[src/gpt_pkg.sv]
/*
 * Package for the general purpose 16-bit timer: register byte addresses,
 * byte lanes, command codes, reset values and interrupt source code.
 * Assumes a 32-bit AHB-Lite register bus with command and period bytes sharing one word.
 */
package gpt_pkg;
	// Word address of the timer register word
	localparam logic [11:0] TIMER_WORD_ADDR = 12'h084;
	// Word address of an extra status word holding the interrupt source code
	localparam logic [11:0] IRQ_SRC_ADDR = 12'h080;
	// Byte lanes inside the timer word
	localparam int CMD_LSB = 0;
	localparam int RSVD_LSB = 8;
	localparam int PLO_LSB = 16;
	localparam int PHI_LSB = 24;
	// Position of the channel 0 source code in the interrupt word
	localparam int SRC_LSB = 8;
	// Reset values, command byte read values and interrupt source codes
	localparam logic [15:0] PERIOD_RST = 16'h0000;
	localparam logic [7:0] CMD_RD_PEND = 8'h01;
	localparam logic [7:0] CMD_RD_NONE = 8'h00;
	localparam logic [2:0] SRC_TIMER = 3'h7;
	localparam logic [2:0] SRC_NONE = 3'h0;
	localparam logic [15:0] COUNT_RST = 16'h0000;
	// Internal counting clock rate versus system clock
	localparam int INT_CLK_MHZ = 125;
	localparam int SYS_CLK_MHZ = 200;
	// Command codes
	typedef enum logic [3:0] {
		CMD_NOP = 4'h0,
		CMD_IRQ_EN = 4'h1,
		CMD_IRQ_DIS = 4'h2,
		CMD_ONESHOT = 4'h3,
		CMD_RETRIG = 4'h4,
		CMD_INT_CLK = 4'h5,
		CMD_EXT_CLK = 4'h6,
		CMD_ROUTE = 4'h7,
		CMD_UNROUTE = 4'h8,
		CMD_START = 4'h9,
		CMD_STOP = 4'hA,
		CMD_RESET = 4'hB
	} gpt_cmd_t;
endpackage

[src/gpt_timer.sv]
/*
 * General purpose 16-bit timer with AHB-Lite register slave.
 * Assumes one clock domain; the external timer clock pin and the
 * internal counting tick are sampled or derived on clk_sys, so the
 * external clock must run below a quarter of 200 MHz.
 */
`timescale 1ns/1ps
`default_nettype none

// Contract
// - Count internal 125 MHz ticks or external clock pin, chosen by command.
// - Period N is high byte then low byte, bit 0 least significant.
// - Period byte reads return programmed period, not live count.
// - Period clears at reset, kept by timer reset command; here a reset command written while stopped loads the period bytes of its word.
// - Commands go in bits 3:0 and self-clear; never read back.
// - Command register reads 0x01 only if enabled and pending, else 0x00.
// - Reset and reset command: irq off, retrig, internal, unrouted, stopped.
// - Code 0001 enables, code 0010 disables timer interrupt.
// - Code 0011 selects one-shot, code 0100 selects re-triggerable.
// - Code 0101 internal clock, code 0110 external pin clock.
// - Code 0111 routes output to pin zero, 1000 removes routing.
// - 1010 stops, 1011 resets, 1100 to 1111 do nothing.
// - High phase floor(N/2), low phase the remainder.
// - One-shot output high once started, low after N clocks, stays low.
// - One-shot restart before time-out reloads; after time-out ignored.
// - Started one-shot ignores period writes and other commands except stop and reset.
// - Re-triggerable output high P, low Q, repeats until stop forces high.
// - Running re-triggerable ignores start, period writes, other commands except stop and reset.
// - Routed output forces pin zero to output, general pin control ignored.
// - Interrupt at one-shot time-out, each rising edge in re-triggerable.
// - Pending cleared only by command read or reset command.
// - Pending interrupt shows source code 111 when no UART source.
module gpt_timer (
	// Clock and reset
	input wire logic clk_sys,
	input wire logic resetn,
	// AHB-Lite slave
	input wire logic hsel,
	input wire logic [31:0] haddr,
	input wire logic [1:0] htrans,
	input wire logic hwrite,
	input wire logic [2:0] hsize,
	input wire logic [31:0] hwdata,
	input wire logic hready,
	output logic [31:0] hrdata,
	output logic hreadyout,
	output logic hresp,
	// Timer clock pin
	input wire logic timerExtClockPin,
	// Channel 0 UART source code from the UART core
	input wire logic [2:0] uartCh0Source,
	// General pin control for multipurpose pin zero
	input wire logic mpLevelIn,
	input wire logic mpDirOut,
	input wire logic mpPinIn,
	// Multipurpose pin zero
	output logic multipurposePinZeroOut,
	output logic multipurposePinZeroOe,
	// Timer status
	output logic timerOut,
	output logic timerIrq
);
	logic [15:0] periodReg;
	logic irqEnReg, oneShotReg, extClkReg, routeReg, runReg;
	logic pendReg, timedOutReg, phaseReg;
	logic [15:0] countReg;
	logic [7:0] tickAccReg;
	logic tickReg;
	logic [8:0] tickSum;
	logic extSync1Reg, extSync2Reg, extPrevReg;
	logic dpWriteReg, dpReadReg;
	logic [11:0] dpAddrReg;
	logic cmdWrite, cmdRead, perWrite, countTick, blocked;
	logic [3:0] cmd;
	logic [15:0] highLen, lowLen, curLen;
	logic timeoutEv, riseEv;

	// Address phase capture; always zero wait, OKAY
	always_ff @(posedge clk_sys or negedge resetn) begin
		if (!resetn) begin
			dpWriteReg <= 1'b0;
			dpReadReg <= 1'b0;
			dpAddrReg <= 12'h000;
		end else if (hready) begin
			dpWriteReg <= hsel && htrans[1] && hwrite;
			dpReadReg <= hsel && htrans[1] && !hwrite;
			dpAddrReg <= {haddr[11:2], 2'b00};
		end
	end
	assign hreadyout = 1'b1;
	assign hresp = 1'b0;

	// Decoded accesses
	assign cmd = hwdata[gpt_pkg::CMD_LSB +: 4];
	assign cmdWrite = dpWriteReg && dpAddrReg == gpt_pkg::TIMER_WORD_ADDR;
	assign cmdRead = dpReadReg && dpAddrReg == gpt_pkg::TIMER_WORD_ADDR;
	// Programming is locked while started
	assign blocked = runReg;
	assign perWrite = cmdWrite && !blocked;

	// Read data, combinational from stored state and the live uartCh0Source input
	always_comb begin
		hrdata = 32'h00000000;
		if (dpReadReg && dpAddrReg == gpt_pkg::TIMER_WORD_ADDR) begin
			hrdata[gpt_pkg::PHI_LSB +: 8] = periodReg[15:8];
			hrdata[gpt_pkg::PLO_LSB +: 8] = periodReg[7:0];
			hrdata[gpt_pkg::CMD_LSB +: 8] = (irqEnReg && pendReg) ?
				gpt_pkg::CMD_RD_PEND : gpt_pkg::CMD_RD_NONE;
		end else if (dpReadReg && dpAddrReg == gpt_pkg::IRQ_SRC_ADDR) begin
			hrdata[gpt_pkg::SRC_LSB +: 3] = (uartCh0Source != gpt_pkg::SRC_NONE)
				? uartCh0Source : ((irqEnReg && pendReg) ? gpt_pkg::SRC_TIMER
				: gpt_pkg::SRC_NONE);
		end
	end

	// Period bytes, high and low, loaded by any command word write while stopped, reset command included
	always_ff @(posedge clk_sys or negedge resetn) begin
		if (!resetn) begin
			periodReg <= gpt_pkg::PERIOD_RST;
		end else if (perWrite) begin
			periodReg <= {hwdata[gpt_pkg::PHI_LSB +: 8],
				hwdata[gpt_pkg::PLO_LSB +: 8]};
		end
	end

	// Mode bits updated by commands
	always_ff @(posedge clk_sys or negedge resetn) begin
		if (!resetn) begin
			irqEnReg <= 1'b0;
			oneShotReg <= 1'b0;
			extClkReg <= 1'b0;
			routeReg <= 1'b0;
		end else if (cmdWrite) begin
			if (cmd == gpt_pkg::CMD_RESET) begin
				irqEnReg <= 1'b0;
				oneShotReg <= 1'b0;
				extClkReg <= 1'b0;
				routeReg <= 1'b0;
			end else if (!blocked) begin
				unique case (cmd)
					gpt_pkg::CMD_IRQ_EN: irqEnReg <= 1'b1;
					gpt_pkg::CMD_IRQ_DIS: irqEnReg <= 1'b0;
					gpt_pkg::CMD_ONESHOT: oneShotReg <= 1'b1;
					gpt_pkg::CMD_RETRIG: oneShotReg <= 1'b0;
					gpt_pkg::CMD_INT_CLK: extClkReg <= 1'b0;
					gpt_pkg::CMD_EXT_CLK: extClkReg <= 1'b1;
					gpt_pkg::CMD_ROUTE: routeReg <= 1'b1;
					gpt_pkg::CMD_UNROUTE: routeReg <= 1'b0;
					default: ;
				endcase
			end
		end
	end

	// Accumulator sum one bit wider so the carry past 255 is kept
	assign tickSum = {1'b0, tickAccReg} + 9'(gpt_pkg::INT_CLK_MHZ);

	// External pin synchroniser and internal 125 MHz tick accumulator
	always_ff @(posedge clk_sys or negedge resetn) begin
		if (!resetn) begin
			extSync1Reg <= 1'b0;
			extSync2Reg <= 1'b0;
			extPrevReg <= 1'b0;
			tickAccReg <= 8'h00;
			tickReg <= 1'b0;
		end else begin
			extSync1Reg <= timerExtClockPin;
			extSync2Reg <= extSync1Reg;
			extPrevReg <= extSync2Reg;
			if (tickSum >= 9'(gpt_pkg::SYS_CLK_MHZ)) begin
				tickAccReg <= 8'(tickSum - 9'(gpt_pkg::SYS_CLK_MHZ));
				tickReg <= 1'b1;
			end else begin
				tickAccReg <= tickSum[7:0];
				tickReg <= 1'b0;
			end
		end
	end
	assign countTick = extClkReg ? (extSync2Reg && !extPrevReg)
		: tickReg;

	// Phase lengths
	assign highLen = {1'b0, periodReg[15:1]};
	assign lowLen = periodReg - highLen;
	assign curLen = phaseReg ? lowLen : highLen;
	assign timeoutEv = runReg && oneShotReg && !timedOutReg && countTick
		&& countReg + 16'h0001 >= periodReg;
	assign riseEv = runReg && !oneShotReg && countTick && phaseReg
		&& countReg + 16'h0001 >= curLen;

	// Counter, run state, output phase
	always_ff @(posedge clk_sys or negedge resetn) begin
		if (!resetn) begin
			runReg <= 1'b0;
			countReg <= gpt_pkg::COUNT_RST;
			phaseReg <= 1'b0;
			timedOutReg <= 1'b0;
		end else if (cmdWrite && (cmd == gpt_pkg::CMD_RESET ||
			cmd == gpt_pkg::CMD_STOP)) begin
			runReg <= 1'b0;
			countReg <= gpt_pkg::COUNT_RST;
			phaseReg <= 1'b0;
			timedOutReg <= 1'b0;
		end else if (cmdWrite && cmd == gpt_pkg::CMD_START &&
			(!runReg || (oneShotReg && !timedOutReg))) begin
			runReg <= 1'b1;
			countReg <= gpt_pkg::COUNT_RST;
			phaseReg <= 1'b0;
		end else if (runReg && countTick) begin
			if (oneShotReg) begin
				if (timeoutEv) begin
					timedOutReg <= 1'b1;
					phaseReg <= 1'b1;
				end else if (!timedOutReg) begin
					countReg <= countReg + 16'h0001;
				end
			end else if (countReg + 16'h0001 >= curLen) begin
				countReg <= gpt_pkg::COUNT_RST;
				phaseReg <= !phaseReg;
			end else begin
				countReg <= countReg + 16'h0001;
			end
		end
	end

	// Pending flag: set wins over read clear
	always_ff @(posedge clk_sys or negedge resetn) begin
		if (!resetn) begin
			pendReg <= 1'b0;
		end else if (timeoutEv || riseEv) begin
			pendReg <= 1'b1;
		end else if (cmdRead || (cmdWrite && cmd == gpt_pkg::CMD_RESET)) begin
			pendReg <= 1'b0;
		end
	end

	// Outputs and pin zero takeover
	assign timerOut = !phaseReg;
	assign timerIrq = irqEnReg && pendReg;
	assign multipurposePinZeroOut = routeReg ? timerOut : mpLevelIn;
	assign multipurposePinZeroOe = routeReg ? 1'b1 : mpDirOut;

	// Tick count since start in one-shot, kept apart from the counter
	logic [15:0] shotTicksReg;
	always_ff @(posedge clk_sys or negedge resetn) begin
		if (!resetn) begin
			shotTicksReg <= 16'h0000;
		end else if (!runReg || (cmdWrite && cmd == gpt_pkg::CMD_START)) begin
			shotTicksReg <= 16'h0000;
		end else if (oneShotReg && !timedOutReg && countTick) begin
			shotTicksReg <= shotTicksReg + 16'h0001;
		end
	end

	// Tick count since start or last rise in re-triggerable operation
	logic [15:0] riseTicksReg;
	always_ff @(posedge clk_sys or negedge resetn) begin
		if (!resetn) begin
			riseTicksReg <= 16'h0000;
		end else if (!runReg || riseEv) begin
			riseTicksReg <= 16'h0000;
		end else if (!oneShotReg && countTick) begin
			riseTicksReg <= riseTicksReg + 16'h0001;
		end
	end

	// Register read checks
	chk_onecmd_read: assert property (
		@(posedge clk_sys) disable iff (!resetn)
		cmdRead |-> hrdata[15:1] == 15'h0000
		&& hrdata[0] == (irqEnReg && pendReg))
		else $error("command byte read not 0 or 1");
	chk_src_timer: assert property (
		@(posedge clk_sys) disable iff (!resetn)
		dpReadReg && dpAddrReg == gpt_pkg::IRQ_SRC_ADDR
		&& uartCh0Source == gpt_pkg::SRC_NONE && timerIrq
		|-> hrdata[gpt_pkg::SRC_LSB +: 3] == gpt_pkg::SRC_TIMER)
		else $error("timer source code missing");
	chk_src_uart: assert property (
		@(posedge clk_sys) disable iff (!resetn)
		dpReadReg && dpAddrReg == gpt_pkg::IRQ_SRC_ADDR
		&& uartCh0Source != gpt_pkg::SRC_NONE
		|-> hrdata[gpt_pkg::SRC_LSB +: 3] == uartCh0Source)
		else $error("uart source not given priority");

	// Command and lock checks
	chk_reset_cmd: assert property (
		@(posedge clk_sys) disable iff (!resetn)
		cmdWrite && cmd == gpt_pkg::CMD_RESET && !timeoutEv && !riseEv
		|=> !runReg && !irqEnReg
		&& !oneShotReg && !extClkReg && !routeReg && !pendReg)
		else $error("reset command left state");
	chk_period_keep: assert property (
		@(posedge clk_sys) disable iff (!resetn)
		cmdWrite && runReg |=> $stable(periodReg))
		else $error("period changed while running");
	chk_mode_locked: assert property (
		@(posedge clk_sys) disable iff (!resetn)
		cmdWrite && runReg && cmd != gpt_pkg::CMD_RESET
		|=> $stable(irqEnReg) && $stable(oneShotReg)
		&& $stable(extClkReg) && $stable(routeReg))
		else $error("mode changed while running");
	chk_start_zero: assert property (
		@(posedge clk_sys) disable iff (!resetn)
		cmdWrite && cmd == gpt_pkg::CMD_START && !runReg |=> runReg
		&& countReg == gpt_pkg::COUNT_RST)
		else $error("start did not begin from zero");

	// Pending flag checks
	chk_pend_hold: assert property (
		@(posedge clk_sys) disable iff (!resetn)
		pendReg && !cmdRead && !cmdWrite |=> pendReg)
		else $error("pending lost without clear");
	chk_read_clear: assert property (
		@(posedge clk_sys) disable iff (!resetn)
		cmdRead && !timeoutEv && !riseEv |=> !pendReg)
		else $error("command read left pending set");
	chk_irq_set: assert property (
		@(posedge clk_sys) disable iff (!resetn)
		timeoutEv || riseEv |=> pendReg)
		else $error("event did not set pending");

	// Timing checks against the independent tick counts, internal tick gap and count bounds
	chk_oneshot_len: assert property (
		@(posedge clk_sys) disable iff (!resetn)
		timeoutEv |-> shotTicksReg == periodReg - 16'h0001)
		else $error("one-shot timeout at wrong tick");
	chk_retrig_len: assert property (
		@(posedge clk_sys) disable iff (!resetn)
		riseEv |-> riseTicksReg == periodReg - 16'h0001)
		else $error("re-trigger rise at wrong tick");
	chk_tick_gap: assert property (
		@(posedge clk_sys) disable iff (!resetn)
		!tickReg ##1 !tickReg |=> tickReg)
		else $error("internal tick gap too long");
	chk_shot_bound: assert property (
		@(posedge clk_sys) disable iff (!resetn)
		runReg && oneShotReg |-> countReg < periodReg)
		else $error("one-shot count past period");
	chk_phase_bound: assert property (
		@(posedge clk_sys) disable iff (!resetn)
		runReg && !oneShotReg |-> countReg < curLen)
		else $error("phase count past its length");

	// Output level checks
	chk_stop_high: assert property (
		@(posedge clk_sys) disable iff (!resetn)
		cmdWrite && cmd == gpt_pkg::CMD_STOP |=> timerOut)
		else $error("stop did not force output high");
	chk_stopped_high: assert property (
		@(posedge clk_sys) disable iff (!resetn)
		!runReg |-> timerOut)
		else $error("stopped timer output low");
	chk_oneshot_low: assert property (
		@(posedge clk_sys) disable iff (!resetn)
		runReg && oneShotReg && timedOutReg && !cmdWrite |=> !timerOut)
		else $error("one-shot output rose after timeout");
	chk_timeout_phase: assert property (
		@(posedge clk_sys) disable iff (!resetn)
		timedOutReg |-> phaseReg)
		else $error("timed out but output high");

	// Pin zero checks
	chk_route_pin: assert property (
		@(posedge clk_sys) disable iff (!resetn)
		routeReg |-> multipurposePinZeroOe &&
		multipurposePinZeroOut == timerOut)
		else $error("pin not taken by timer");
	chk_pin_free: assert property (
		@(posedge clk_sys) disable iff (!resetn)
		!routeReg |-> multipurposePinZeroOe == mpDirOut &&
		multipurposePinZeroOut == mpLevelIn)
		else $error("pin not returned to general control");
endmodule

`default_nettype wire

[config.mk]
export PLATFORM = sky130hd
export DESIGN_NAME = gpt_timer
export DESIGN_NICKNAME = d
export VERILOG_FILES = /design/src/gpt_pkg.sv /design/src/gpt_timer.sv
export SDC_FILE = /design/constraint.sdc
export NUM_CORES = 1
export LEC_CHECK = 0
export BUFFER_PORTS_ARGS = -buffer_cell sky130_fd_sc_hd__buf_2
export CORE_ASPECT_RATIO = 0.8
export CORE_MARGIN = 5
export CORE_UTILIZATION = 45
export CTS_CLUSTER_DIAMETER = 40
export DETAILED_ROUTE_END_ITERATION = 8
export PLACE_DENSITY = 0.69
export SLEW_MARGIN = 20
export SYNTH_ARGS = -nofsm -noshare
export SYNTH_HDL_FRONTEND = slang
export SYNTH_SLANG_ARGS = --single-unit
[constraint.sdc]
create_clock -name clk_sys -period 9.6 [get_ports clk_sys]
set_clock_uncertainty 0.15 [all_clocks]
set_input_delay 1.92 -clock clk_sys [delete_from_list [all_inputs] [get_ports clk_sys]]
set_output_delay 1.92 -clock clk_sys [all_outputs]
set_load 0.05 [all_outputs]
==> results of run 1 <==
==> worst max-delay path by stage <==
stage | from | end | slack (ns) | cells past startpoint
6_report | periodReg[2] | countReg[0] | 4.57 | 15
5_1_grt | periodReg[2] | countReg[0] | 4.17 | 15
4_1_cts | periodReg[2] | countReg[0] | 4.62 | 15
3_5_place_dp | periodReg[2] | countReg[0] | 4.67 | 15
3_3_place_gp | periodReg[2] | countReg[0] | 4.76 | 15
2_1_floorplan | dpAddrReg[9] | hrdata[21] | 4.65 | 5
==> critical path: stages, from the launching register on <==
cell       delay [ns]
dfrtp_1          0.40
inv_1            0.19
ha_1             0.27
nor2b_1          0.12
o21ai_0          0.31
o221ai_1         0.28
a31oi_1          0.30
mux2i_1          0.10
a2111oi_0        0.61
ha_1             0.37
a21oi_1          0.14
o21ai_0          0.10
a21oi_1          0.19
o21ai_2          0.19
a221oi_2         0.94
mux2_2           0.30
==> metrics by stage <==
stage / area [um2] / setup slack [ns] / instances / hold slack [ns]
6_report: 5830 / 4.57 / 794 / 0.196
3_3_place_gp: 5510 / 4.76 / 779 / 0.185
5_1_grt: 5830 / 4.17 / 794 / 0.217
2_1_floorplan: 5190 / 4.65 / 604 / 0.181
3_5_place_dp: 5510 / 4.67 / 779 / 0.185
4_1_cts: 5830 / 4.62 / 794 / 0.198
==> registers in the layout, indices dropped and copies added (netlist names), 8 cells and up <==
name        count
countReg       16
periodReg      16
dpAddrReg      10
tickAccReg      8
==> power by group through the flow <==
stage | registers (mW) | clock network (mW) | logic, mW
floorplan | 0.309 | 0 | 0.171
global placement | 0.313 | 0 | 0.209
detailed placement | 0.315 | 0 | 0.219
CTS | 0.310 | 0.365 | 0.222
global route | 0.314 | 0.378 | 0.245
finish | 0.310 | 0.356 | 0.221
==> layout make-up <==
class,instances,area [um2]
fillers,1055,5520
multi-input cells,460,3230
flip-flops and latches,64,1600
repair buffers,68,348
clock buffers,11,243
well taps,148,185
inverters,39,146
clock inverters,4,77.6
==> cells by family (layout without fill, tap and decap cells) <==
kind of cell,Yosys count,after routing,share of synthesized area (%)
simple gates,181,181,18.3
compound gates,162,162,20.8
buf+inv,80,122,7.24
flops,64,64,31.1
fa+ha+maj,52,52,12.8
mux,27,27,5.59
xor+xnor,24,24,4.08
other cells,2,14,0.146
==> routing by layer <==
| metal | part of all wire (%) | up-vias | global-route usage (%) |
|---|---|---|---|
| met4 | 1.7 | 0 | 6.38 |
| li1 | - | 2247 | - |
| met2 | 45 | 139 | 29.8 |
| met1 | 47 | 2194 | 25.4 |
| met5 | 0 | - | 0 |
| met3 | 6.4 | 22 | 5.02 |
==> cells in the final DEF (no fill, tap or decap), drive strengths merged, types with 12 or more instances in the layout <==
| cell | instances |
|---|---|
| a21oi | 35 |
| buf | 68 |
| o21ai | 48 |
| ha | 51 |
| nor2 | 31 |
| dfrtp | 64 |
| mux2i | 13 |
| nand2 | 48 |
| nand3 | 16 |
| conb | 14 |
| a211oi | 12 |
| inv | 39 |
| mux2 | 14 |
| xnor2 | 20 |
| nor3 | 28 |
==> impl_results.md, run 1 <==
* Required time of the critical path at 9.72 ns
* Root buf cell: clkbuf_16
* Starting Density at 45.4%
* Logic pwr share at 24.9%
* # diodes at 0
* Top-count cell post-synth: dfrtp_1
* Switching power at 269 uW
* Die extent in x at 130 um
* Pwr/cell area at 152 nW/um2
* Tcrit/Tclk final at 52.4%
* Die area at 13700 um2
* PnR Total Power at 888 uW
* Tmin final at 5.03 ns
* Core area at 11300 um2
* Hold path start: extSync1Reg
* Max Freq at 0.199 GHz
* Final setup fails at 0
* DRC errors left at 0
* Port buffer count at 65
* DR vias/cell at 5.80
* GRT overflow at 0
* Critical R2R Launch: periodReg[2]
* Max Cap Viol at 0
* R2R setup slack at 4.57 ns
* Int Power at 619 uW
* Routed via count at 4602
* Top FF cell, synth: dfrtp_1
* Total track usage at 19.0%
* Clock Tree Buf Depth at 2
* Register share of total power at 34.9%
* Final #Nets at 775
* # hold bufs at CTS at 0
* Post-synthesis cell count at 592
* CP Data Arrival Time at 5.15 ns
* Post-DR wirelength/cell at 15.9 um
* Reg2Reg Capture Point: countReg[0]
* P&R area growth vs syn at 13.2%
* CP Max Fanout at 13
* Area leader, netlist: dfrtp_1
* Hold path depth at 0
* Critical path type: reg2reg
* Unrepaired setup endpoints after global routing: no
* Pre-Repair DR Iteration Count at 7
* Lkg Pwr at 2.79 nW
* Status: finished clean
* CP Capture Type: register
* Initial antenna violation count at 0
* Io pins at 119
* Worst r2r path cells at 15
* Worst VDD drop at 0.0000787 V
* Clock share of power at 40.1%
* Ranking of synthesized cells by area: dfrtp_1 (31%), ha_1 (12%), o21ai_0 (4.6%)
* Post-route antenna net violation count at 0
* Die H at 106 um
* First-pass GRT wire length at 21500 um
* Largest net degree at the start of global routing at 65
* Number of synthesized flops with an enable pin at 0
* Vias in the first global route at 4564
* Final Max Slew Viols at 0
* Commonest cells in the netlist: dfrtp_1 (64), ha_1 (51), nand2_1 (48), o21ai_0 (47), inv_1 (38)
* Std cell rows at 35
* Final Hold Fails at 0
* Synthesized area per cell at 8.70 um2
* Post-synthesis sequential area ratio at 31.1%
* Post_cts resized at 0
* Post-CTS Setup Bufs at 0
* Top cell type's share of synthesized area at 31.1%
* #FFs+latches synth at 64
* Final HPWL DP at 9420 um
* Element type at the critical path start: register
* Fin util at 51.4%
* Synth Cell Area at 5150 um2
* Worst Hold Class: reg2reg
* Gp weighted congestion at 0.867
* Synth cell types at 66
* H-tree depth at 3
* Worst-path clk slew at 0.06 ns
* Iteration-0 DRC count of the detailed router at 292
* Setup TNS at 0 ns
* Actual slew at the worst max-slew pin at 1.08 ns
* Final wirelength at 12600 um
* TritonCTS Buffers at 9
* Share of cells above drive strength 1 at 16.4%
* Async SR Flop Fraction at 100%
* Worst slew margin relative to its limit at 27.9%
* Clock Sinks at 64
* Hold EP: extSync2Reg
* Worst-skew pair later-pin latency at 0.33 ns
* Sw Ratio at 30.3%
* CTS tree: built
* Synth warnings at 0
No activity file was read; power rests on OpenSTA's default activity.
==> inputs of run 2 (changes only) <==
--- a/config.mk
+++ b/config.mk
@@ -11,7 +11,7 @@
 export CORE_UTILIZATION = 45
 export CTS_CLUSTER_DIAMETER = 40
 export DETAILED_ROUTE_END_ITERATION = 8
-export PLACE_DENSITY = 0.69
+export PLACE_DENSITY = 0.71
 export SLEW_MARGIN = 20
 export SYNTH_ARGS = -nofsm -noshare
 export SYNTH_HDL_FRONTEND = slang
==> constraint.sdc (replaced) <==
create_clock -name clk_sys -period 4.1 [get_ports clk_sys]
set_clock_uncertainty 0.15 [all_clocks]
set_input_delay 0.82 -clock clk_sys [delete_from_list [all_inputs] [get_ports clk_sys]]
set_output_delay 0.82 -clock clk_sys [all_outputs]
set_load 0.05 [all_outputs]
==> run 2 against run 1 <==
Net effect: clock power grew 100%; clock-buffer cell count down 1; sequential power is 130% higher; global-route usage about the same; sequential share of layout area down 0.37 points; total power up 130%; die area stayed put; critical path type unchanged.
==> impl_results.md, run 2 (synthesis gave the netlist of run 1 again) <==
* Status: finished clean
* Leading registers by flop count: countReg: 16 flops, periodReg: 16 flops, dpAddrReg: 10 flops
* Actual slew at the worst max-slew pin at 0.942 ns (-0.139 ns)
* Final std cell area, no fill at 5910 um2 (+1.4%)
* Top Usage Layer GRT: met2
* Die H at 106 um (unchanged)
* Final wirelength at 12800 um (+1.8%)
* Share of cells above drive strength 1 at 19.1% (+2.7 points)
* Grt met1 use at 26.2% (+0.85 points)
* Largest net degree at the start of global routing at 35 (-46%)
* TritonCTS Buffers at 9 (unchanged)
* CP Data Arrival Time at 3.99 ns (-1.16 ns)
* Worst-skew pair later-pin latency at 0.33 ns (about the same)
* H-tree depth at 3 (unchanged)
* Most common cell after layout, fill and taps aside: buf_2
* CP Capture Type: register
* Worst-path clk slew at 0.06 ns (about the same)
* P&R area growth vs syn at 14.7%
* # diodes at 0 (unchanged)
* Pre-Repair DR Iteration Count at 5 (-2)
* Worst setup margin at 0.172 ns (-4.40 ns)
* Iteration-0 DRC count of the detailed router at 345 (+18%)
* Routed via count at 4660 (+1.3%)
* Critical path type: reg2reg
* DRC errors left at 0 (unchanged)
* Final Max Slew Viols at 0 (unchanged)
* PnR Total Power at 2.00 mW (+130%)
* R2R setup slack at 0.17 ns (-4.40 ns)
* Fillers at 1059 (+0.38%)
* Vias in the first global route at 4509 (-1.2%)
* Worst r2r path cells at 18 (+3)
* Final Hold Fails at 0 (unchanged)
* Grt met2 use at 29.8% (unchanged)
* Critical R2R Launch: periodReg[0]
* Die area at 13700 um2 (unchanged)
* Io pins at 119 (unchanged)
* Hold slack at 0.227 ns (+0.0317 ns)
* Gp weighted congestion at 0.887 (+2.4%)
* Lkg Pwr at 2.82 nW (+0.82%)
* Root buf cell: clkbuf_16
* Starting Density at 45.4% (unchanged)
* Post-Place Setup Slack at -0.0309 ns (-4.70 ns)
* Clock Tree Buf Depth at 2 (unchanged)
* Final setup fails at 0 (unchanged)
* GRT overflow at 0 (unchanged)
* Final HPWL DP at 9680 um (+2.7%)
* Hold path depth at 0 (unchanged)
* First-pass GRT wire length at 21400 um (-0.13%)
* Clock Sinks at 64 (unchanged)
* Pwr/cell area at 338 nW/um2 (+120%)
* CP Max Fanout at 13 (unchanged)
* Initial antenna violation count at 0 (unchanged)
* Total track usage at 19.0% (-0.049 points)
* Tcrit/Tclk final at 95.8% (+43 points)
* Required time of the critical path at 4.16 ns (-5.56 ns)
* Core area at 11300 um2 (unchanged)
* DP Area at 5560 um2 (+0.93%)
* Tmin final at 3.93 ns (-1.10 ns)
* Hold EP: extPrevReg
* CTS tree: built
* Post-DR wirelength/cell at 16.0 um (+0.63%)
* Worst Hold Class: reg2reg
* Max Freq at 0.255 GHz (+28%)
* Die extent in x at 130 um (unchanged)
* Commonest cells after routing, fill and taps aside: buf_2 (65), dfrtp_1 (64), ha_1 (51)
* DR vias/cell at 5.80 (+0.13%)
* Final #Nets at 783 (+1.0%)
* Worst VDD drop at 0.000221 V (+180%)
* Worst slew margin relative to its limit at 36.6% (+8.7 points)
* Reg2Reg Capture Point: countReg[5]
* Port buffer count at 65 (unchanged)
* Post-route antenna net violation count at 0 (unchanged)
* Std cell rows at 35 (unchanged)
* Max Cap Viol at 0 (unchanged)
* Routing usage on met3 at 3.75% (-1.3 points)
* Hold path start: extSync2Reg
* Element type at the critical path start: register
[run 2: cell count changes in the layout (fill, tap and decap cells not counted), sizes merged]
cell      previous run  this run
clkbuf              11        10
buf                 68        76
bufinv               2         0
clkinvlp             0         4
[run 2: stage by stage]
step	instances	utilization, %	setup TNS, ns
after global placement	786	49.0	0
after global routing	803	52.1	-0.140
after floorplan	604	-	0
after detailed placement	786	49.0	-0.146
final	803	52.1	0
after CTS	802	51.5	-0.00124
[run 2: worst max path at each step]
stage,from,to,slack (ns),cells past startpoint
global route,periodReg[0],countReg[5],-0.04,17
finish,periodReg[0],countReg[5],0.17,18
detailed placement,periodReg[0],countReg[0],-0.03,17
CTS,countReg[0],countReg[5],-0.001,13
floorplan,dpAddrReg[9],hrdata[21],0.25,5
global placement,periodReg[0],countReg[0],0.05,17
[run 2: layer usage]
metal  routed length (um)  part of all wire (%)  vias up
li1                     -                     -     2265
met1                 5890                    46     2228
met2                 6020                    47      145
met3                  674                   5.3       22
met4                  240                   1.9        0
met5                    0                     0        -
[run 2: what timing repair did]
item,CTS,global route
endpoints found under the setup margin,17,18
pin swaps,0,4
gates resized for setup,1,15
hold buffers,0,0
buffers inserted,0,1
[run 2: cell type report]
class	count	area [um2]	share of cell area [%]
Tap cell	148	185	3.13
Sequential cell	64	1600	27.1
Clock buffer	10	239	4.05
Timing Repair Buffer	76	408	6.91
Multi-Input combinational cell	460	3280	55.6
Clock inverter	6	43.8	0.741
Inverter	39	146	2.48
[run 2: worst max-delay path: stages (launching register included)]
cell and delay, ns:
dfrtp_1 0.39, inv_1 0.10, ha_1 0.18, inv_1 0.06, fa_2 0.39, a211oi_4 0.29
o21ai_2 0.13, nand3b_1 0.15, a31oi_1 0.11, or3_1 0.31, a31oi_1 0.20, ha_1 0.19
a21oi_1 0.08, o21ai_0 0.28, a21oi_2 0.09, o21ai_4 0.10, a221oi_2 0.08, buf_4 0.21
a221o_1 0.31
[run 2: power breakdown]
group          leakage, nW  total, mW  internal (mW)  switching (mW)
clock                0.127      0.724          0.426           0.298
sequential           0.713      0.728          0.680          0.0472
combinational         1.98      0.548          0.241           0.307
total                 2.82       2.00           1.35           0.652
==> inputs of run 3 (changes only) <==
--- a/config.mk
+++ b/config.mk
@@ -8,10 +8,9 @@
 export BUFFER_PORTS_ARGS = -buffer_cell sky130_fd_sc_hd__buf_2
 export CORE_ASPECT_RATIO = 0.8
 export CORE_MARGIN = 5
-export CORE_UTILIZATION = 45
+export CORE_UTILIZATION = 24
 export CTS_CLUSTER_DIAMETER = 40
 export DETAILED_ROUTE_END_ITERATION = 8
-export PLACE_DENSITY = 0.71
 export SLEW_MARGIN = 20
 export SYNTH_ARGS = -nofsm -noshare
 export SYNTH_HDL_FRONTEND = slang
==> run 3 against run 2 <==
Net effect: first-iteration DRC count shrank 22%; clock power increased by 2%; combinational power grew 3%; sequential cell count did not move; critical path depth decreased by 2; fmax increased by 2.6%; utilization fell by 23 points; sequential power shrank 0.8%; worst setup slack better by 0.10 ns; final area increased by 4.9%; non-clock buffer count up 17; largest cell class unchanged.
==> impl_results.md, run 3 (synthesis gave the netlist of run 1 again) <==
* Status: finished clean
* Tmin final at 3.83 ns (-0.101 ns)
* Core area at 21300 um2 (+88%)
* Root buf cell: clkbuf_16
* TritonCTS Buffers at 9 (unchanged)
* Final wirelength at 13600 um (+6.3%)
* Die H at 141 um (+33%)
* Post-route antenna net violation count at 0 (unchanged)
* Routed via count at 4493 (-3.6%)
* DRC errors left at 0 (unchanged)
* Final #Nets at 800 (+2.2%)
* Element type at the critical path start: register
* Unrepaired setup endpoints after global routing: no
* Die area at 24500 um2 (+79%)
* Pwr/cell area at 328 nW/um2 (-3.2%)
* Gp weighted congestion at 0.834 (-6.1%)
* CP Capture Type: register
* Vias in the first global route at 4396 (-2.5%)
* Port buffer count at 65 (unchanged)
* Commonest cells after routing, fill and taps aside: dfrtp_1 (64), buf_2 (64), ha_1 (50)
* Largest net degree at the start of global routing at 42 (+20%)
* Pre-Repair DR Iteration Count at 4 (-1)
* Initial antenna violation count at 0 (unchanged)
* PnR Total Power at 2.03 mW (+1.5%)
* Worst slew margin relative to its limit at 43.5% (+6.9 points)
* Worst-path clk slew at 0.06 ns (about the same)
* Final HPWL DP at 10400 um (+7.3%)
* Std cell rows at 48 (+37%)
* Max Freq at 0.261 GHz (+2.6%)
* Max Cap Viol at 0 (unchanged)
* Worst Hold Class: reg2reg
* Clock Sinks at 64 (unchanged)
* DR vias/cell at 4.74 (-18%)
* P&R area growth vs syn at 20.3%
* Final setup fails at 0 (unchanged)
* GRT overflow at 0 (unchanged)
* Io pins at 119 (unchanged)
* Worst-skew pair later-pin latency at 0.34 ns (about the same)
* First-pass GRT wire length at 22500 um (+4.8%)
* R2R setup slack at 0.27 ns (+0.10 ns)
* Total track usage at 11.2% (-7.8 points)
* Required time of the critical path at 4.23 ns (+0.07 ns)
* CP Data Arrival Time at 3.95 ns (-0.04 ns)
* Final Max Slew Viols at 0 (unchanged)
* H-tree depth at 3 (unchanged)
* Post-DR wirelength/cell at 14.4 um (-9.9%)
* Hold slack at 0.211 ns (-0.0160 ns)
* Die extent in x at 174 um (+34%)
* Iteration-0 DRC count of the detailed router at 270 (-22%)
* Actual slew at the worst max-slew pin at 0.845 ns (-0.0969 ns)
* # diodes at 0 (unchanged)
* Final Hold Fails at 0 (unchanged)
* Tcrit/Tclk final at 93.3% (-2.5 points)
* CTS tree: built
* Worst VDD drop at 0.000164 V (-26%)
* CP Max Fanout at 7 (-6)
* Leading registers by flop count: countReg: 16 flops, periodReg: 16 flops, dpAddrReg: 10 flops
* Clock Tree Buf Depth at 2 (unchanged)
* Lkg Pwr at 2.89 nW (+2.6%)
* Critical path type: reg2reg
* Share of cells above drive strength 1 at 21.4% (+2.3 points)
* Starting Density at 24.1% (-21 points)
* Setup TNS at 0 ns (unchanged)
run 3: layer usage:
metal	GRT usage [%]	vias up	share of wire, %
li1	-	2294	-
met1	15.5	2111	50
met2	17.4	75	44
met3	2.98	13	4.6
met4	2.71	0	1.0
met5	0	-	0
run 3: repair_timing:
item                                    in CTS  in global routing
pin swaps                                    0                  7
endpoints found under the setup margin       3                 18
hold buffers                                 0                  0
gates resized for setup                      2                 17
setup buffers                                0                  2
run 3: path summary, 6_finish.rpt:
kind | start | to | cells past startpoint
worst max register to register | periodReg[4] | countReg[9] | 16
worst min register to register | extSync1Reg | extSync2Reg | 0
worst min-delay path | extSync1Reg | extSync2Reg | 0
worst max-delay path | periodReg[4] | countReg[9] | 16
max in group asynchronous | resetn | extPrevReg | 2
min in group asynchronous | resetn | periodReg[13] | 1
run 3: critical path, stage by stage, from the launching register on:
cell and delay, ns:
dfrtp_1 0.38, inv_1 0.07, ha_1 0.36, a21o_1 0.19
a21oi_1 0.22, o221ai_2 0.17, a31oi_1 0.23, mux2i_1 0.10
a2111oi_1 0.42, ha_1 0.32, a21oi_1 0.12, o21ai_0 0.11
a21oi_2 0.19, o21ai_4 0.11, a221oi_2 0.28, buf_4 0.20
a221o_1 0.14
run 3: area by class of cell:
class / count / area, um2
fill: 2229 / 15100
multi-input combinational: 460 / 3280
sequential: 64 / 1600
timing repair buffer: 93 / 538
tap: 275 / 344
clock buffer: 10 / 239
inverter: 39 / 146
clock inverter: 6 / 43.8
run 3: report_power, final:
part	internal, mW	total, mW	switching, mW
clock network	0.427	0.742	0.315
logic	0.255	0.566	0.310
registers	0.680	0.722	0.0417
total	1.36	2.03	0.667
run 3: metrics by stage:
step,area (um2),utilization (%),cells,setup WS [ns]
2_1_floorplan,5190,-,604,0.253
3_3_place_gp,5840,27.4,929,0.00736
3_5_place_dp,5840,27.4,929,0.0320
4_1_cts,6120,28.7,945,0.0656
5_1_grt,6190,29.1,947,0.0222
6_report,6190,29.1,947,0.273
